<file path="src/pkg/fptl_pkg.sv">
// Constants, register map and field layout of the feeder protection trip logic.
package fptl_pkg;
    // Clock and time base.
    localparam int CLK_PERIOD_NS = 25;
    localparam int MS_NS         = 1000000;
    localparam int CYC_PER_MS    = MS_NS / CLK_PERIOD_NS;
    localparam int ALARM_DELAY_MS = 40;

    // Widths.
    localparam int ADDR_W  = 8;
    localparam int DATA_W  = 32;
    localparam int TIME_W  = 16;
    localparam int MULT_W  = 4;
    localparam int TICK_W  = 8;
    localparam int MSCNT_W = 17;
    localparam int NSTAGE  = 4;
    localparam int NIRQ    = 5;

    // Register byte addresses.
    localparam logic [ADDR_W-1:0] OFS_CTRL       = 8'h00;
    localparam logic [ADDR_W-1:0] OFS_BLOCK_MAP  = 8'h04;
    localparam logic [ADDR_W-1:0] OFS_TICK_MS    = 8'h08;
    localparam logic [ADDR_W-1:0] OFS_OC_LOW_T   = 8'h0C;
    localparam logic [ADDR_W-1:0] OFS_OC_HIGH_T  = 8'h10;
    localparam logic [ADDR_W-1:0] OFS_EF_LOW_T   = 8'h14;
    localparam logic [ADDR_W-1:0] OFS_EF_HIGH_T  = 8'h18;
    localparam logic [ADDR_W-1:0] OFS_STATE      = 8'h1C;
    localparam logic [ADDR_W-1:0] OFS_IRQ_STATUS = 8'h20;
    localparam logic [ADDR_W-1:0] OFS_IRQ_MASK   = 8'h24;

    // Control register fields.
    localparam int CTRL_IDMT_BIT   = 0;
    localparam int CTRL_SECOND_BIT = 1;
    localparam int CTRL_COMMON_BIT = 2;
    localparam int CTRL_GATE_BIT   = 3;
    localparam int CTRL_W          = 4;

    // Block map fields: stage order is oc low, oc high, ef low, ef high.
    localparam int BMAP_A_LSB = 0;
    localparam int BMAP_B_LSB = 4;
    localparam int BMAP_W     = 8;

    // State register fields.
    localparam int ST_START_LSB = 0;
    localparam int ST_TRIP_LSB  = 4;
    localparam int ST_RELAY_LSB = 8;
    localparam int NRELAY       = 6;

    // Stage indices and the internal-fault interrupt bit.
    localparam int STG_OCL = 0;
    localparam int STG_OCH = 1;
    localparam int STG_EFL = 2;
    localparam int STG_EFH = 3;
    localparam int IRQ_IRF = 4;

    // Reset values and the unit timer step.
    localparam logic [CTRL_W-1:0] CTRL_RST  = 4'h0;
    localparam logic [BMAP_W-1:0] BMAP_RST  = 8'h00;
    localparam logic [TICK_W-1:0] TICK_RST  = 8'h01;
    localparam logic [TIME_W-1:0] TIME_RST  = 16'h0064;
    localparam logic [NIRQ-1:0]   IRQ_RST   = 5'h00;
    localparam logic [MULT_W-1:0] STEP_ONE  = 4'h1;
endpackage

</file>
<file path="src/fptl_stage_timer.sv">
// Start detection and operate timer shared by protection stages and the alarm delay.
`timescale 1ns/1ps
`default_nettype none
module fptl_stage_timer
    import fptl_pkg::*;
(
    input  wire logic              clk,
    input  wire logic              rst,
    input  wire logic              tick,
    input  wire logic              cond,
    input  wire logic [MULT_W-1:0] step,
    input  wire logic [TIME_W-1:0] limit,
    output logic                   started,
    output logic                   tripped
);
    logic [TIME_W:0] acc_r;
    logic [TIME_W:0] acc_nxt;
    logic [TIME_W:0] accSum;
    logic            expired;
    logic [MULT_W-1:0] stepEff;

    // A zero step would freeze the timer, so it counts at least one unit.
    assign stepEff = (step == '0) ? STEP_ONE : step;
    assign accSum  = acc_r + {{(TIME_W+1-MULT_W){1'b0}}, stepEff};
    assign expired = acc_r >= {1'b0, limit};

    always_comb
    begin
        acc_nxt = acc_r;
        if (!cond)
            acc_nxt = '0;                                        // RULE16
        else if (tick && !expired)
            acc_nxt = accSum;                                    // RULE2
    end

    always_ff @(posedge clk)
    begin
        if (rst)
        begin
            acc_r   <= '0;
            started <= 1'b0;
            tripped <= 1'b0;
        end
        else
        begin
            acc_r   <= acc_nxt;
            started <= cond;                                     // RULE2
            tripped <= cond && expired;                          // RULE2
        end
    end
endmodule
`default_nettype wire

</file>
<file path="src/fptl_trip_logic.sv">
// Feeder protection stages, blocking, output relay routing and register file.
//
// Functional notes
// RULE1 - Two overcurrent stages; low one definite or inverse time, high one definite only.
// RULE2 - A met start condition raises start and runs the timer; expiry raises trip.
// RULE3 - High overcurrent stage starts above its own level, times and trips independently.
// RULE4 - Earth-fault low stage starts only with residual voltage and current measure exceeded.
// RULE5 - Earth-fault stages trip when their own operate time elapses after starting.
// RULE6 - Shared self-supervision signal drives a dedicated internal-fault relay.
// RULE7 - Relay A trips on any of the four protection stage trips.
// RULE8 - Relay B is overcurrent final-trip alarm or a second trip output.
// RULE9 - Relay C is earth-fault final-trip alarm or common alarm of all stages.
// RULE10 - Relay D follows both overcurrent starts; relay E the earth-fault low start.
// RULE11 - Relays B and C operate 40 ms after their source, on top of stage delay.
// RULE12 - Second-trip selection bypasses the fixed delay for relay B.
// RULE13 - A common output gate must be high for any relay to operate.
// RULE14 - Two blocking inputs suppress tripping of the stages assigned to each.
// RULE15 - An external input picks sine or cosine current component for earth fault.
// RULE16 - A start that clears before expiry drops start and resets the timer untripped.
// RULE17 - Timers count a tick derived from the clock with configurable millisecond step.
//
// Our own choices: the register offsets and strobed register access.
`timescale 1ns/1ps
`default_nettype none
module fptl_trip_logic
    import fptl_pkg::*;
#(
    parameter int CYCLES_PER_MS = CYC_PER_MS
)
(
    input  wire logic              clk,
    input  wire logic              rst,
    input  wire logic [ADDR_W-1:0] regAddr,
    input  wire logic [DATA_W-1:0] regWrData,
    input  wire logic              regWrEn,
    input  wire logic              regRdEn,
    output logic      [DATA_W-1:0] regRdData,
    input  wire logic              ocLowOver,
    input  wire logic [MULT_W-1:0] ocLowMultiple,
    input  wire logic              ocHighOver,
    input  wire logic              efVoltOver,
    input  wire logic              efLowSinOver,
    input  wire logic              efLowCosOver,
    input  wire logic              efHighSinOver,
    input  wire logic              efHighCosOver,
    input  wire logic              efComponentSelect,
    input  wire logic              tripBlockA,
    input  wire logic              tripBlockB,
    input  wire logic              reclosePending,
    input  wire logic              faultProtection,
    input  wire logic              faultControl,
    output logic                   relayA,
    output logic                   relayB,
    output logic                   relayC,
    output logic                   relayD,
    output logic                   relayE,
    output logic                   relayF,
    output logic                   irq
);
    // Register file.
    logic [CTRL_W-1:0] ctrl_r;
    logic [BMAP_W-1:0] blockMap_r;
    logic [TICK_W-1:0] tickMs_r;
    logic [TIME_W-1:0] ocLowTime_r;
    logic [TIME_W-1:0] ocHighTime_r;
    logic [TIME_W-1:0] efLowTime_r;
    logic [TIME_W-1:0] efHighTime_r;
    logic [NIRQ-1:0]   irqStatus_r;
    logic [NIRQ-1:0]   irqStatus_nxt;
    logic [NIRQ-1:0]   irqMask_r;
    logic [DATA_W-1:0] rdData_nxt;

    // Time base.
    logic [MSCNT_W-1:0] msCnt_r;
    logic [TICK_W-1:0]  tickCnt_r;
    logic               msPulse_r;
    logic               tickPulse_r;
    logic               msWrap;
    logic               tickWrap;
    logic [TICK_W-1:0]  tickLast;

    // Stage signals.
    logic [NSTAGE-1:0] stageCond;
    logic [NSTAGE-1:0] stageStart;
    logic [NSTAGE-1:0] stageExpired;
    logic [NSTAGE-1:0] stageTrip;
    logic [NSTAGE-1:0] stageTripPrev_r;
    logic [NSTAGE-1:0] blockedStages;
    logic [MULT_W-1:0] ocLowStep;
    logic              efLowMeasure;
    logic              efHighMeasure;
    logic              ocLowStageStart;
    logic              ocHighStageStart;
    logic              efLowStageStart;
    logic              ocLowStageTrip;
    logic              ocHighStageTrip;
    logic              efLowStageTrip;
    logic              efHighStageTrip;

    // Relay routing.
    logic anyTrip;
    logic ocFinalTrip;
    logic efFinalTrip;
    logic relayBSource;
    logic relayCSource;
    logic relayBDelayed;
    logic relayCDelayed;
    logic relayBDrive;
    logic internalFaultFlag;
    logic internalFaultPrev_r;
    logic outputGate;
    logic secondTripSelectSwitch;
    logic commonAlarmSelect;
    logic idmtSelect;
    logic [NIRQ-1:0] irqEvents;
    logic [NRELAY-1:0] relayVec;

    // Address decode.
    logic selCtrl;
    logic selBlockMap;
    logic selTickMs;
    logic selOcLowT;
    logic selOcHighT;
    logic selEfLowT;
    logic selEfHighT;
    logic selState;
    logic selIrqStatus;
    logic selIrqMask;

    // Zero-extends a narrow field into a bus word.
    function automatic logic [DATA_W-1:0] ext16(input logic [TIME_W-1:0] v);
        ext16 = {{(DATA_W-TIME_W){1'b0}}, v};
    endfunction

    // Final trip: the stage tripped and no reclosing shot will follow.
    function automatic logic final_trip(input logic trip, input logic pending);
        final_trip = trip && !pending;
    endfunction

    assign selCtrl      = regAddr == OFS_CTRL;
    assign selBlockMap  = regAddr == OFS_BLOCK_MAP;
    assign selTickMs    = regAddr == OFS_TICK_MS;
    assign selOcLowT    = regAddr == OFS_OC_LOW_T;
    assign selOcHighT   = regAddr == OFS_OC_HIGH_T;
    assign selEfLowT    = regAddr == OFS_EF_LOW_T;
    assign selEfHighT   = regAddr == OFS_EF_HIGH_T;
    assign selState     = regAddr == OFS_STATE;
    assign selIrqStatus = regAddr == OFS_IRQ_STATUS;
    assign selIrqMask   = regAddr == OFS_IRQ_MASK;

    assign idmtSelect             = ctrl_r[CTRL_IDMT_BIT];
    assign secondTripSelectSwitch = ctrl_r[CTRL_SECOND_BIT];
    assign commonAlarmSelect      = ctrl_r[CTRL_COMMON_BIT];
    assign outputGate             = ctrl_r[CTRL_GATE_BIT];

    // Millisecond base and the configurable operate-timer tick.
    assign msWrap   = msCnt_r == MSCNT_W'(CYCLES_PER_MS - 1);
    assign tickLast = (tickMs_r == '0) ? '0 : tickMs_r - TICK_RST;
    assign tickWrap = tickCnt_r >= tickLast;

    always_ff @(posedge clk)
    begin
        if (rst)
        begin
            msCnt_r     <= '0;
            tickCnt_r   <= '0;
            msPulse_r   <= 1'b0;
            tickPulse_r <= 1'b0;
        end
        else
        begin
            msCnt_r     <= msWrap ? '0 : msCnt_r + 1'b1;
            msPulse_r   <= msWrap;
            tickPulse_r <= msPulse_r && tickWrap;                // RULE17
            if (msPulse_r)
                tickCnt_r <= tickWrap ? '0 : tickCnt_r + 1'b1;   // RULE17
        end
    end

    // Start conditions of the four stages.
    assign efLowMeasure  = efComponentSelect ? efLowSinOver : efLowCosOver;    // RULE15
    assign efHighMeasure = efComponentSelect ? efHighSinOver : efHighCosOver;  // RULE15
    assign ocLowStep     = idmtSelect ? ocLowMultiple : STEP_ONE;              // RULE1
    assign stageCond[STG_OCL] = ocLowOver;
    assign stageCond[STG_OCH] = ocHighOver;                                    // RULE3
    assign stageCond[STG_EFL] = efVoltOver && efLowMeasure;                    // RULE4
    assign stageCond[STG_EFH] = efVoltOver && efHighMeasure;                   // RULE5

    fptl_stage_timer u_ocLow
    (
        .clk     (clk),
        .rst     (rst),
        .tick    (tickPulse_r),
        .cond    (stageCond[STG_OCL]),
        .step    (ocLowStep),
        .limit   (ocLowTime_r),
        .started (stageStart[STG_OCL]),
        .tripped (stageExpired[STG_OCL])
    );

    fptl_stage_timer u_ocHigh
    (
        .clk     (clk),
        .rst     (rst),
        .tick    (tickPulse_r),
        .cond    (stageCond[STG_OCH]),
        .step    (STEP_ONE),
        .limit   (ocHighTime_r),
        .started (stageStart[STG_OCH]),
        .tripped (stageExpired[STG_OCH])
    );

    fptl_stage_timer u_efLow
    (
        .clk     (clk),
        .rst     (rst),
        .tick    (tickPulse_r),
        .cond    (stageCond[STG_EFL]),
        .step    (STEP_ONE),
        .limit   (efLowTime_r),
        .started (stageStart[STG_EFL]),
        .tripped (stageExpired[STG_EFL])
    );

    fptl_stage_timer u_efHigh
    (
        .clk     (clk),
        .rst     (rst),
        .tick    (tickPulse_r),
        .cond    (stageCond[STG_EFH]),
        .step    (STEP_ONE),
        .limit   (efHighTime_r),
        .started (stageStart[STG_EFH]),
        .tripped (stageExpired[STG_EFH])
    );

    // Blocking suppresses the trip only; the start and the timer keep running.
    assign blockedStages = ({NSTAGE{tripBlockA}} & blockMap_r[BMAP_A_LSB +: NSTAGE])
                         | ({NSTAGE{tripBlockB}} & blockMap_r[BMAP_B_LSB +: NSTAGE]); // RULE14
    assign stageTrip = stageExpired & ~blockedStages;                                  // RULE14

    assign ocLowStageStart  = stageStart[STG_OCL];
    assign ocHighStageStart = stageStart[STG_OCH];
    assign efLowStageStart  = stageStart[STG_EFL];
    assign ocLowStageTrip   = stageTrip[STG_OCL];
    assign ocHighStageTrip  = stageTrip[STG_OCH];
    assign efLowStageTrip   = stageTrip[STG_EFL];
    assign efHighStageTrip  = stageTrip[STG_EFH];

    // Relay sources.
    assign anyTrip     = |stageTrip;                                            // RULE7
    assign ocFinalTrip = final_trip(ocLowStageTrip || ocHighStageTrip, reclosePending);
    assign efFinalTrip = final_trip(efLowStageTrip || efHighStageTrip, reclosePending);
    assign relayBSource = secondTripSelectSwitch ? anyTrip : ocFinalTrip;       // RULE8
    assign relayCSource = commonAlarmSelect ? anyTrip : efFinalTrip;            // RULE9
    assign internalFaultFlag = faultProtection || faultControl;                 // RULE6

    // Fixed alarm delay counted on the millisecond base.
    fptl_stage_timer u_delayB
    (
        .clk     (clk),
        .rst     (rst),
        .tick    (msPulse_r),
        .cond    (relayBSource),
        .step    (STEP_ONE),
        .limit   (TIME_W'(ALARM_DELAY_MS)),
        .started (),
        .tripped (relayBDelayed)
    );                                                                          // RULE11

    fptl_stage_timer u_delayC
    (
        .clk     (clk),
        .rst     (rst),
        .tick    (msPulse_r),
        .cond    (relayCSource),
        .step    (STEP_ONE),
        .limit   (TIME_W'(ALARM_DELAY_MS)),
        .started (),
        .tripped (relayCDelayed)
    );                                                                          // RULE11

    assign relayBDrive = secondTripSelectSwitch ? relayBSource : relayBDelayed; // RULE12

    always_ff @(posedge clk)
    begin
        if (rst)
        begin
            relayA <= 1'b0;
            relayB <= 1'b0;
            relayC <= 1'b0;
            relayD <= 1'b0;
            relayE <= 1'b0;
            relayF <= 1'b0;
        end
        else
        begin
            relayA <= outputGate && anyTrip;                                    // RULE13
            relayB <= outputGate && relayBDrive;                                // RULE13
            relayC <= outputGate && relayCDelayed;                              // RULE13
            relayD <= outputGate && (ocLowStageStart || ocHighStageStart);      // RULE10
            relayE <= outputGate && efLowStageStart;                            // RULE10
            relayF <= outputGate && internalFaultFlag;                          // RULE6
        end
    end

    // Interrupt events: a new trip of any stage, or a new internal fault.
    assign irqEvents[NSTAGE-1:0] = stageTrip & ~stageTripPrev_r;
    assign irqEvents[IRQ_IRF]    = internalFaultFlag && !internalFaultPrev_r;
    // A new event in the cycle of a clear keeps its bit set.
    assign irqStatus_nxt = (irqStatus_r & ~((regWrEn && selIrqStatus) ?
                            regWrData[NIRQ-1:0] : IRQ_RST)) | irqEvents;

    // Register writes.
    always_ff @(posedge clk)
    begin
        if (rst)
        begin
            ctrl_r              <= CTRL_RST;
            blockMap_r          <= BMAP_RST;
            tickMs_r            <= TICK_RST;
            ocLowTime_r         <= TIME_RST;
            ocHighTime_r        <= TIME_RST;
            efLowTime_r         <= TIME_RST;
            efHighTime_r        <= TIME_RST;
            irqStatus_r         <= IRQ_RST;
            irqMask_r           <= IRQ_RST;
            stageTripPrev_r     <= '0;
            internalFaultPrev_r <= 1'b0;
            irq                 <= 1'b0;
        end
        else
        begin
            if (regWrEn && selCtrl)
                ctrl_r <= regWrData[CTRL_W-1:0];
            if (regWrEn && selBlockMap)
                blockMap_r <= regWrData[BMAP_W-1:0];
            if (regWrEn && selTickMs)
                tickMs_r <= regWrData[TICK_W-1:0];
            if (regWrEn && selOcLowT)
                ocLowTime_r <= regWrData[TIME_W-1:0];
            if (regWrEn && selOcHighT)
                ocHighTime_r <= regWrData[TIME_W-1:0];
            if (regWrEn && selEfLowT)
                efLowTime_r <= regWrData[TIME_W-1:0];
            if (regWrEn && selEfHighT)
                efHighTime_r <= regWrData[TIME_W-1:0];
            if (regWrEn && selIrqMask)
                irqMask_r <= regWrData[NIRQ-1:0];
            irqStatus_r         <= irqStatus_nxt;
            stageTripPrev_r     <= stageTrip;
            internalFaultPrev_r <= internalFaultFlag;
            irq                 <= |(irqStatus_nxt & irqMask_r);
        end
    end

    // Register reads: data stand for one cycle only; unmapped words read zero.
    assign relayVec = {relayF, relayE, relayD, relayC, relayB, relayA};

    always_comb
    begin
        rdData_nxt = '0;
        if (regRdEn)
        begin
            if (selCtrl)
                rdData_nxt[CTRL_W-1:0] = ctrl_r;
            else if (selBlockMap)
                rdData_nxt[BMAP_W-1:0] = blockMap_r;
            else if (selTickMs)
                rdData_nxt[TICK_W-1:0] = tickMs_r;
            else if (selOcLowT)
                rdData_nxt = ext16(ocLowTime_r);
            else if (selOcHighT)
                rdData_nxt = ext16(ocHighTime_r);
            else if (selEfLowT)
                rdData_nxt = ext16(efLowTime_r);
            else if (selEfHighT)
                rdData_nxt = ext16(efHighTime_r);
            else if (selState)
            begin
                rdData_nxt[ST_START_LSB +: NSTAGE] = stageStart;
                rdData_nxt[ST_TRIP_LSB +: NSTAGE]  = stageTrip;
                rdData_nxt[ST_RELAY_LSB +: NRELAY] = relayVec;
            end
            else if (selIrqStatus)
                rdData_nxt[NIRQ-1:0] = irqStatus_r;
            else if (selIrqMask)
                rdData_nxt[NIRQ-1:0] = irqMask_r;
        end
    end

    always_ff @(posedge clk)
    begin
        if (rst)
            regRdData <= '0;
        else
            regRdData <= rdData_nxt;
    end
endmodule
`default_nettype wire

</file>
<file path="config.mk">
export PLATFORM = sky130hd
export DESIGN_NAME = fptl_trip_logic
export DESIGN_NICKNAME = d
export VERILOG_FILES = /design/src/pkg/fptl_pkg.sv /design/src/fptl_stage_timer.sv /design/src/fptl_trip_logic.sv
export SDC_FILE = /design/constraint.sdc
export NUM_CORES = 1
export LEC_CHECK = 0
export ABC_AREA = 1
export BUFFER_PORTS_ARGS = -buffer_cell sky130_fd_sc_hd__buf_2
export CAP_MARGIN = 20
export CORE_MARGIN = 2
export CORE_UTILIZATION = 40
export CTS_BUF_LIST = sky130_fd_sc_hd__clkbuf_2
export CTS_CLUSTER_DIAMETER = 40
export CTS_CLUSTER_SIZE = 40
export DETAILED_ROUTE_END_ITERATION = 10
export GPL_TIMING_DRIVEN = 0
export PLACE_DENSITY = 0.59
export SKIP_LAST_GASP = 1
export SYNTH_ARGS = -nofsm -noshare
export SYNTH_HDL_FRONTEND = slang
export SYNTH_SLANG_ARGS = --single-unit
</file>
<file path="constraint.sdc">
create_clock -name clk -period 6.45 [get_ports clk]
set_input_delay 0.3225 -clock clk [delete_from_list [all_inputs] [get_ports clk]]
set_output_delay 0.3225 -clock clk [all_outputs]
set_load 0.05 [all_outputs]
</file>
# Yosys cells after proc, flatten, opt, wreduce, memory -nomap -nowiden
# Index checks and enable logic that the tools add are counted.
# word_totals
register_bits	277
input_bits	61
word_cells	169
# classes
add_sub_neg	9
reduce_logical	61
order_cmp	7
bitwise	18
mux	22
n_eq_ne	10
# op_table
op	count
17-bit by 1-bit adder with 17-bit output, second input constant	6
17-bit by 16-bit >= comparator with 1-bit output	4
16-bit two-way mux	3
17-bit by 6-bit >= comparator with 1-bit output, second input constant	2
1-bit logical AND	33
8-bit by 5-bit == test with 1-bit output, second input constant	4
8-bit two-way mux	4
5-bit two-way mux	4
17-bit by 4-bit adder with 17-bit output	1
17-bit by 16-bit == test with 1-bit output, second input constant	1
4-bit bitwise AND	4
8-bit by 4-bit == test with 1-bit output, second input constant	2
8-bit by 6-bit == test with 1-bit output, second input constant	2
8-bit zero test	2
2-bit OR reduction	8
14-bit two-way mux	1
4-bit two-way mux	3
5-bit bitwise AND	2
5-bit OR reduction	2
9-bit two-way mux	1
8-bit by 1-bit adder with 8-bit output, second input constant	1
8-bit by 3-bit == test with 1-bit output, second input constant	1
8-bit >= comparator	1
1-bit zero test	8
13 further kinds	27

# Longest topological paths before layout
# Gate-level depths: netlist (run 1).
# depth
word_depth	12
depth_mapped	16

# Cells and area by module
# From an unflattened synthesis (run 1), not the netlist that was laid out.
# unflattened
cells_unflattened	2566
hier_area_um2	17763.3
# modules_own_cells
mod	cells_per_inst	instances	area_per_inst_um2	seq_area_each_um2
fptl_stage_timer (u_delayC ...)	284	4	1880.6	380.4
fptl_trip_logic	910	1	6827.8	2982.9
fptl_stage_timer (u_delayB ...)	260	2	1706.6	380.4

# Least setup slack after synthesis (run 1)
# OpenSTA, ideal clock, no wires.
# synth_timing
kind	register to register
from	reg tickMs_r[0]
to	reg tickCnt_r[7]
arrival_ps	1966
slack_ps	4364
path_stages_with_launch	16
setup_time_ps	120
path_cell_list	dfxtp_1 > inv_1 > ha_1 > nand2_1 > inv_1 > nand2_1 > nor3_1 > or2_2 > ha_1 > a21oi_1 > o21ai_0 > nand2_1 > nand3_1 > nand2_1 > nand2_1 > nor2_1
# synth_via
elab_chain_len	4
# synth_rtl
item	line_no	text
from (decl)	fptl_trip_logic.sv:63	logic [TICK_W-1:0] tickMs_r;
from (signal assigned)	fptl_trip_logic.sv:339	tickMs_r <= regWrData[TICK_W-1:0];
8-bit by 1-bit subtractor with 8-bit output / 8-bit zero test (equally long branches)	fptl_trip_logic.sv:158	assign tickLast = (tickMs_r == '0) ? '0 : tickMs_r - TICK_RST;
8-bit two-way mux *	fptl_trip_logic.sv:158	
8-bit >= comparator *	fptl_trip_logic.sv:159	assign tickWrap = tickCnt_r >= tickLast;
8-bit two-way mux *	fptl_trip_logic.sv:176	tickCnt_r <= tickWrap ? '0 : tickCnt_r + 1'b1;
to (signal assigned)	fptl_trip_logic.sv:176	
to (decl)	fptl_trip_logic.sv:75	logic [TICK_W-1:0] tickCnt_r;
# Every way passes the cells marked *; elsewhere a longest branch is shown, timed or not.
# A chain may end at the register's enable or synchronous reset.

# Final worst setup path (run 1)
# layout_timing
from	in regAddr[6]
to	reg regRdData[15]
# layout_via
elab_chain_len	5
# layout_rtl
item	line_no	text
from (decl)	fptl_trip_logic.sv:33	input wire logic [ADDR_W-1:0] regAddr,
8-bit by 5-bit == test with 1-bit output	fptl_trip_logic.sv:146	assign selEfHighT = regAddr == OFS_EF_HIGH_T;
2-bit two-way mux	fptl_trip_logic.sv:377	else if (selEfHighT)
16-bit two-way mux	fptl_trip_logic.sv:375	else if (selEfLowT)
16-bit two-way mux	fptl_trip_logic.sv:373	else if (selOcHighT)
16-bit two-way mux	fptl_trip_logic.sv:371	else if (selOcLowT)
to (signal assigned)	fptl_trip_logic.sv:397	regRdData <= rdData_nxt;
to (decl)	fptl_trip_logic.sv:37	output logic [DATA_W-1:0] regRdData,
# Parallel ways exist; a longest one is shown, timed or not.

==> results.tsv, run 1 <==
metric	value	unit
number of synthesis warnings	0	
DR vias/cell	4.99	
fin crit period	3.29	ns
Gate power share	0.050	
port bufs	66	
Syn-to-layout area delta	15.8	%
clock sink count	261	
status	finished clean	
commonest non-fill, non-tap cell in the layout	nand2_1	
EDFF count, synth	0	
post-route worst setup slack	3.16	ns
Post-Syn Area	0.0143	mm^2
Clock transition at path regs	0.18	ns
FF-to-FF End	u_ocLow.acc_r[12]	
Final Cycle Share	0.511	
placer congestion estimate	0.917	
Pint	2230	uW
critical path type	in2reg	
root buffer cell	clkbuf_2	
slack of the worst reg-to-reg path	3.48	ns
Core Area	0.0353	mm^2
Switch Pwr	904	uW
max-cap violations	0	
Bufs on Longest Clock Path	3	
Worst-Skew Late Latency	1.02	ns
antenna-violating nets left	0	
CTS tree	built	
Tot GR Track Use	0.223	
P_leak	0.00719	uW
ys async rst share	0	
Seq/Total Area, Yosys	0.366	
crit path launch type	input port	
# setup viols final	0	
Pwr Density	190	mW/mm^2
highest clock rate	304	MHz
VDD IR-drop max	0.000165	V
share of power burned in registers	0.517	
fillers	3612	
count of pins over their slew limit	0	
Cells after Synth	1957	
PnR Total Power	3140	uW
Slew HR	0.593	
Layout Nets	2293	
DR WL/cell	15.4	um
unrepaired setup endpoints after global routing	no	
initial cell density of the core	0.404	
DRC viols	0	
Distinct cells, synth	55	
Critical Path Fanout Max	8	
class of the worst hold path	in2reg	
cell count of the worst reg-to-reg path	11	
clock share of power	0.433	
worst slew pin tran	0.607	ns
number of global-route vias before repair	12700	
worst slack at placement	3.93	ns
Die H	193	um
H-tree levels	2	
count of final hold-check violations	0	
crit path DAT	4.17	ns
Worst R2R Start	ctrl_r[0]	
Die Wd	193	um
commonest non-fill, non-tap cells in the layout	nand2_1 (371), dfxtp_1 (261), inv_1 (237)	
Gates resized, CTS repair	0	
Final HPWL DP	31000	um
final setup TNS	0	ns
DR iter-0 viols	782	
via count	13200	
Data required, critical path	7.33	ns
layout cells sized above 1	0.141	
row cnt	69	
#FFs+latches synth	261	
syn_area_per_cell	7.29	um^2
initial antenna violation count	1	
Post-CTS Setup Inserts	0	
worst setup path end	regRdData[15]	
endpoint class of the critical path	flip-flop	
sw frac	0.288	
Post-Route Skew	0.0914	ns
global-route wire length before repair	65000	um
pin count of the biggest net entering global routing	14	
Final Hold Slack	0.121	ns
final WL	40700	um
TritonCTS buffer count	45	
Ports	100	
worst setup path start	regAddr[6]	
1st-pass router iterations	5	
die area	0.0372	mm^2
hold_buf cts	60	
Most used DFF post-synth	dfxtp_1	
Congestion Overflow GR	0	
-- per-layer routing --
layer  wire length, um  part of all wire  vias to the layer above  GRT usage
li1                  -                 -                     6751          -
met1             18700              0.46                     6011      0.285
met2             18500              0.45                      311      0.369
met3              1960             0.048                      110     0.0427
met4              1530             0.038                        0     0.0878
met5                 0                 0                        -          0
-- layout make-up --
class                           instances  area, um^2  area share
Antenna cell                            1        2.50    0.000151
Clock inverter                         37         455      0.0276
Sequential cell                       261        5230       0.316
Tap cell                              461         577      0.0349
Clock buffer                           47         235      0.0142
Buffer                                 63         424      0.0257
Timing Repair Buffer                  126         931      0.0564
Multi-Input combinational cell       1383        7670       0.464
Inverter                              265         997      0.0604
-- kinds of logic (layout without fill, tap and decap cells) --
kind of cell	Yosys count	in the layout	share of synthesized area
DFF	261	261	0.366
AOI/OAI and AO/OA	353	353	0.132
muxes	1	1	0.000702
buffers and inverters	328	538	0.0997
other	1	17	0.000263
xor gates and xnor gates	73	73	0.0448
adders and majority gates	87	87	0.0768
and+or+nand+nor	853	853	0.280
-- through the flow --
stage | util | instance area (um^2) | instances
CTS | 0.468 | 16500 | 2643
floorplan | - | 14300 | 1972
global route | 0.468 | 16500 | 2644
finish | 0.468 | 16500 | 2644
detailed placement | 0.431 | 15200 | 2499
global placement | 0.431 | 15200 | 2499
-- critical path, cell delays in order --
cell           delay, ns
dlygate4sd3_1       0.52
buf_2               0.13
nor2_4              0.04
dlygate4sd3_1       0.59
nand3_4             0.08
dlygate4sd3_1       0.78
nor2_8              0.09
dlygate4sd3_1       0.70
inv_4               0.13
nand3_1             0.35
a41oi_1             0.43
-- power by group through the flow --
stage          clock network, uW  logic (uW)  registers [uW]
6_report                    1360         157            1620
5_1_grt                     1470         168            1630
4_1_cts                     1390         155            1620
3_5_place_dp                   0         131            1660
3_3_place_gp                   0         131            1660
2_1_floorplan                  0        81.3            1660
-- cells in the mapped netlist (all sizes together) (2+ instances only) --
master  count  area share
a21o        4      0.0021
a21oi     206       0.074
a31oi       3      0.0013
and2        4      0.0023
buf        48       0.026
clkbuf     15      0.0042
dfxtp     261        0.37
ha         86       0.075
inv       264       0.070
nand2     389        0.11
nand3     132       0.050
nand3b      6      0.0032
nand4      45       0.022
nor2      233       0.076
nor3       30       0.013
nor3b       6      0.0032
nor4        2     0.00088
o211ai      7      0.0037
o21a        2      0.0011
o21ai     116       0.041
o21bai      3      0.0016
o221ai      5      0.0031
o22ai       3      0.0013
or2         4      0.0018
xnor2      22       0.014
xor2       51       0.031
-- worst min path at each step --
stage	start	to	slack (ns)	depth (start not counted)
finish	regWrData[0]	tickMs_r[0]	0.12	4
global route	regWrData[0]	tickMs_r[0]	0.04	4
CTS	regAddr[7]	irqStatus_r[2]	0.01	9
detailed placement	u_delayC.acc_r[9]	u_delayC.acc_r[9]	0.43	2
global placement	u_delayC.acc_r[10]	u_delayC.acc_r[10]	0.42	2
floorplan	u_delayC.tripped	relayC	0.40	2
-- flip-flops by register name (all words and copies together), names as in the netlist, 17 cells and up --
name / flops
msCnt_r: 17
u_delayB.acc_r: 17
u_delayC.acc_r: 17
u_efHigh.acc_r: 17
u_efLow.acc_r: 17
u_ocHigh.acc_r: 17
u_ocLow.acc_r: 17
Note: power is estimated with default switching activity, not from simulation.
==> inputs of run 2 (changes only) <==
--- a/config.mk
+++ b/config.mk
@@ -15,7 +15,7 @@
 export CTS_CLUSTER_SIZE = 40
 export DETAILED_ROUTE_END_ITERATION = 10
 export GPL_TIMING_DRIVEN = 0
-export PLACE_DENSITY = 0.59
+export PLACE_DENSITY = 0.61
 export SKIP_LAST_GASP = 1
 export SYNTH_ARGS = -nofsm -noshare
 export SYNTH_HDL_FRONTEND = slang
==> constraint.sdc (replaced) <==
create_clock -name clk -period 3 [get_ports clk]
set_input_delay 0.15 -clock clk [delete_from_list [all_inputs] [get_ports clk]]
set_output_delay 0.15 -clock clk [all_outputs]
set_load 0.05 [all_outputs]
==> results.tsv, run 2 (synthesized netlist as in run 1, its figures left out) <==
metric	value	unit	change
status	complete, but fails checks		
failing checks	setup timing		
global-route wire length before repair	66500	um	+2.3%
slack of the worst reg-to-reg path	0.12	ns	-3.36 ns
Pwr Density	410	mW/mm^2	+120%
Data required, critical path	3.96	ns	-3.37 ns
initial antenna violation count	1		unchanged
Die Wd	193	um	unchanged
row cnt	69		unchanged
Final HPWL DP	30700	um	-0.79%
count of final hold-check violations	0		unchanged
antenna-violating nets left	0		unchanged
# setup viols final	1		+1
crit path launch type	input port		
DRC viols	0		unchanged
class of the worst hold path	in2reg		
Critical Path Fanout Max	10		+2
die area	0.0372	mm^2	unchanged
Worst-Skew Late Latency	1.00	ns	-0.02 ns
initial cell density of the core	0.404		unchanged
Layout Nets	2317		+1.0%
Slew HR	0.619		+0.0264
Syn-to-layout area delta	17.7	%	
highest clock rate	323	MHz	
CTS tree	built		
Core Area	0.0353	mm^2	unchanged
VDD IR-drop max	0.000400	V	+140%
Congestion Overflow GR	0		unchanged
placed cell count	2499		unchanged
Bufs on Longest Clock Path	3		unchanged
TritonCTS buffer count	46		+2.2%
cell count of the worst reg-to-reg path	8		-3
endpoint class of the critical path	flip-flop		
via count	13400		+1.4%
max-cap violations	0		unchanged
final WL	41100	um	+1.2%
crit path DAT	4.06	ns	-0.11 ns
critical path type	in2reg		
number of global-route vias before repair	12800		+0.91%
H-tree levels	2		unchanged
Die H	193	um	unchanged
placer congestion estimate	0.893		-2.7%
pin count of the biggest net entering global routing	13		-1
layout cells sized above 1	0.140		-0.00102
Final Hold Slack	0.0822	ns	-0.0388 ns
post-route worst setup slack	-0.101	ns	-3.26 ns
Tot GR Track Use	0.227		+0.00438
1st-pass router iterations	7		+2
commonest non-fill, non-tap cell in the layout	nand2_1		
Post-Route Skew	0.0712	ns	-0.0202 ns
Clock transition at path regs	0.20	ns	+0.02 ns
unrepaired setup endpoints after global routing	yes		
port bufs	66		unchanged
Ports	100		unchanged
Post-CTS Setup Inserts	0		unchanged
Layout Cells excl Fill	2667		+0.87%
Hold Path Depth	4		unchanged
DR iter-0 viols	818		+4.6%
count of pins over their slew limit	0		unchanged
fin crit period	3.10	ns	
clock sink count	261		unchanged
commonest non-fill, non-tap cells in the layout	nand2_1 (371), dfxtp_1 (261), inv_1 (237)		
DR vias/cell	5.01		+0.51%
P_leak	0.00732	uW	+1.9%
Final Cycle Share	1.03		
root buffer cell	clkbuf_2		
DR WL/cell	15.4	um	+0.32%
worst slew pin tran	0.571	ns	-0.0359 ns
==> run 2: changes by cell type in the layout (fill, tap and decap cells not counted), moves of 4 or more <==
| cell | previous run | this run |
|---|---|---|
| dlygate4sd3_1 | 60 | 83 |
| inv_6 | 10 | 3 |
| inv_8 | 6 | 2 |
| clkinvlp_4 | 6 | 2 |
| clkinv_4 | 2 | 6 |
==> run 2: final cells by class <==
| cell class | instances | area, um^2 |
|---|---|---|
| antenna | 1 | 2.50 |
| buffer | 63 | 427 |
| clock buffer | 50 | 250 |
| clock inverter | 34 | 467 |
| fill | 3601 | 18500 |
| inverter | 265 | 997 |
| multi-input combinational | 1383 | 7680 |
| sequential | 261 | 5230 |
| tap | 461 | 577 |
| timing repair buffer | 149 | 1160 |
==> run 2: final timing paths <==
kind	start	to
worst max register to register	blockMap_r[6]	relayA
worst min register to register	u_delayC.tripped	relayC
worst min-delay path	regWrData[5]	efHighTime_r[5]
worst max-delay path	regAddr[3]	tickMs_r[0]
==> run 2: report_power, final <==
| group | total, uW | switching, uW | internal [uW] |
|---|---|---|---|
| clock | 3030 | 1610 | 1420 |
| combinational | 354 | 228 | 126 |
| sequential | 3490 | 7.35 | 3480 |
| total | 6870 | 1850 | 5030 |
==> run 2: timing repair <==
item	4_1_cts	5_1_grt
endpoints found under the setup margin	0	4
hold endpoints to repair	221	0
resized for setup	0	3
hold buffers	84	0
==> run 2: metal layers <==
metal,GRT usage,up-vias,routed length [um]
li1,-,6799,-
met1,0.298,6113,18900
met2,0.374,349,18800
met3,0.0284,104,1890
met4,0.0998,0,1520
met5,0,-,0
==> run 2: critical path: stages <==
cell,delay (ns)
dlygate4sd3_1,0.53
buf_2,0.14
inv_2,0.05
nor2_2,0.15
nand2_1,0.07
dlygate4sd3_1,0.59
nor2_2,0.10
dlygate4sd3_1,0.62
inv_2,0.09
nor2_4,0.12
buf_4,0.19
nand2_1,0.05
dlygate4sd3_1,0.55
o211ai_1,0.08
dlygate4sd3_1,0.57
==> run 2: per-stage QoR <==
stage	cell area (um^2)	worst slack, ns	TNS [ns]	total power, uW	util
floorplan	14300	0.914	0	3730	-
global placement	15200	0.568	0	3840	0.431
detailed placement	15200	0.495	0	3840	0.431
CTS	16800	0.0469	0	6940	0.475
global route	16800	-0.166	-0.166	7120	0.475
finish	16800	-0.101	-0.101	6870	0.475
==> inputs of run 3 (changes only) <==
--- a/config.mk
+++ b/config.mk
@@ -9,13 +9,13 @@
 export BUFFER_PORTS_ARGS = -buffer_cell sky130_fd_sc_hd__buf_2
 export CAP_MARGIN = 20
 export CORE_MARGIN = 2
-export CORE_UTILIZATION = 40
+export CORE_UTILIZATION = 57
 export CTS_BUF_LIST = sky130_fd_sc_hd__clkbuf_2
 export CTS_CLUSTER_DIAMETER = 40
 export CTS_CLUSTER_SIZE = 40
 export DETAILED_ROUTE_END_ITERATION = 10
 export GPL_TIMING_DRIVEN = 0
-export PLACE_DENSITY = 0.61
+export PLACE_DENSITY = 0.81
 export SKIP_LAST_GASP = 1
 export SYNTH_ARGS = -nofsm -noshare
 export SYNTH_HDL_FRONTEND = slang
==> results.tsv, run 3 (synthesized netlist as in run 1, its figures left out) <==
metric	value	unit	change
commonest non-fill, non-tap cell in the layout	nand2_1		
worst slack at placement	0.444	ns	-0.0513 ns
critical path type	reg2reg		
die area	0.0263	mm^2	-29%
pin count of the biggest net entering global routing	18		+5
class of the worst hold path	in2reg		
commonest non-fill, non-tap cells in the layout	nand2_1 (371), dfxtp_1 (260), inv_1 (237)		
Hold Path Depth	4		unchanged
placer congestion estimate	0.929		+4.1%
highest clock rate	344	MHz	+6.6%
Worst R2R Start	ctrl_r[0]		
PnR Total Power	6160	uW	-10%
crit-path leading delay family	buffers and inverters		
Core Area	0.0245	mm^2	-31%
1st-pass router iterations	6		-1
Crit-path slowest cell	dlygate4sd3_1		
Final Cycle Share	0.970		-0.0636
area post-placement	0.0151	mm^2	-1.1%
Worst-Skew Late Latency	0.89	ns	-0.11 ns
Final HPWL DP	28800	um	-6.3%
P_leak	0.00717	uW	-2.1%
fin area	0.0163	mm^2	-3.1%
TritonCTS buffer count	40		-13%
fin crit period	2.91	ns	-0.191 ns
count of final hold-check violations	0		unchanged
global-route wire length before repair	64900	um	-2.3%
# setup viols final	0		-1
Pwr Density	378	mW/mm^2	-7.6%
worst slew pin tran	0.651	ns	+0.0803 ns
final WL	39800	um	-3.3%
via count	13800		+3.4%
WP depth	10		-5
port bufs	66		unchanged
Die Wd	162	um	-16%
Syn-to-layout area delta	14.1	%	
Ports	100		unchanged
root buffer cell	clkbuf_2		
post-route worst setup slack	0.0903	ns	+0.191 ns
fin util	0.665		+0.190
count of pins over their slew limit	0		unchanged
CTS tree	built		
antenna-violating nets left	0		unchanged
initial cell density of the core	0.583		+0.179
cell count of the worst reg-to-reg path	10		+2
Data required, critical path	3.76	ns	-0.20 ns
DRC viols	0		unchanged
Buf/Inv on CP	3		-6
Post-CTS Setup Inserts	0		unchanged
DR WL/cell	15.9	um	+3.1%
endpoint class of the critical path	flip-flop		
Bufs on Longest Clock Path	3		unchanged
DR iter-0 viols	1494		+83%
Post-Route Skew	0.106	ns	+0.0350 ns
Max stage delay on crit path	0.57	ns	-0.05 ns
Critical Path Fanout Max	5		-5
DR vias/cell	5.53		+10%
Layout Nets	2296		-0.91%
clock sink count	261		unchanged
Die H	162	um	-16%
Slew HR	0.566		-0.0535
layout cells sized above 1	0.138		-0.00187
Hold Crit Start	regWrData[0]		
Congestion Overflow GR	0		unchanged
initial antenna violation count	1		unchanged
Clock transition at path regs	0.25	ns	+0.05 ns
final setup TNS	0	ns	+0.101 ns
crit-path cells	nand2_1 -> a31o_2 -> dlygate4sd3_1 -> ha_2 -> inv_1 -> fa_2 -> xnor2_1 -> dlygate4sd3_1 -> nor2_1 -> nor2_1		
crit path launch type	flip-flop		
Tot GR Track Use	0.303		+0.0759
row cnt	57		-17%
crit path DAT	3.67	ns	-0.39 ns
H-tree levels	2		unchanged
VDD IR-drop max	0.000402	V	+0.48%
status	finished clean		
number of global-route vias before repair	13100		+2.0%
max-cap violations	0		unchanged
fillers	2118		-41%
worst setup path start	ctrl_r[0]		
[run 3: layout make-up]
| cell class | instances | area [um^2] | area share |
|---|---|---|---|
| repair buffers | 134 | 1010 | 0.0621 |
| inverters | 265 | 997 | 0.0613 |
| diodes | 1 | 2.50 | 0.000154 |
| clock inverters | 30 | 308 | 0.0189 |
| clock buffers | 41 | 205 | 0.0126 |
| plain buffers | 63 | 424 | 0.0261 |
| well taps | 324 | 405 | 0.0249 |
| multi-input cells | 1383 | 7690 | 0.473 |
| flip-flops and latches | 261 | 5230 | 0.321 |
[run 3: layer usage]
metal,up-vias,routed length [um],global-route usage
met1,6263,16600,0.387
met2,629,18100,0.494
met4,0,2150,0.155
met5,-,0,0
met3,191,2990,0.0531
li1,6741,-,-
[run 3: what timing repair did]
action	4_1_cts	5_1_grt
hold endpoints to repair	192	0
gates resized for setup	0	6
endpoints found under the setup margin	0	13
hold buffers	69	0
[run 3: path summary, 6_finish.rpt]
path | slack (ns) | endpoint
worst max-delay path | 0.09 | u_ocLow.acc_r[2]
worst min-delay path | 0.10 | tickMs_r[0]
worst max register to register | 0.09 | u_ocLow.acc_r[2]
worst min register to register | 0.44 | relayC
[run 3: per-stage QoR]
stage,std cells,hold slack (ns)
after detailed placement,2362,0.412
after global routing,2502,0.0867
after floorplan,1972,0.276
after global placement,2362,0.387
final,2502,0.105
after CTS,2502,0.0696
[run 3: worst register-to-register path, stage by stage (launching register included)]
cell and delay [ns]:
dfxtp_2 0.41, nand2_1 0.14, a31o_2 0.17, dlygate4sd3_1 0.54
ha_2 0.21, inv_1 0.06, fa_2 0.39, xnor2_1 0.15
dlygate4sd3_1 0.58, nor2_1 0.12, nor2_1 0.05
[run 3: report_power, final]
group | internal [uW] | switching [uW] | total (uW)
Clock | 663 | 1650 | 2320
Sequential | 3490 | 7.45 | 3490
Combinational | 117 | 228 | 345
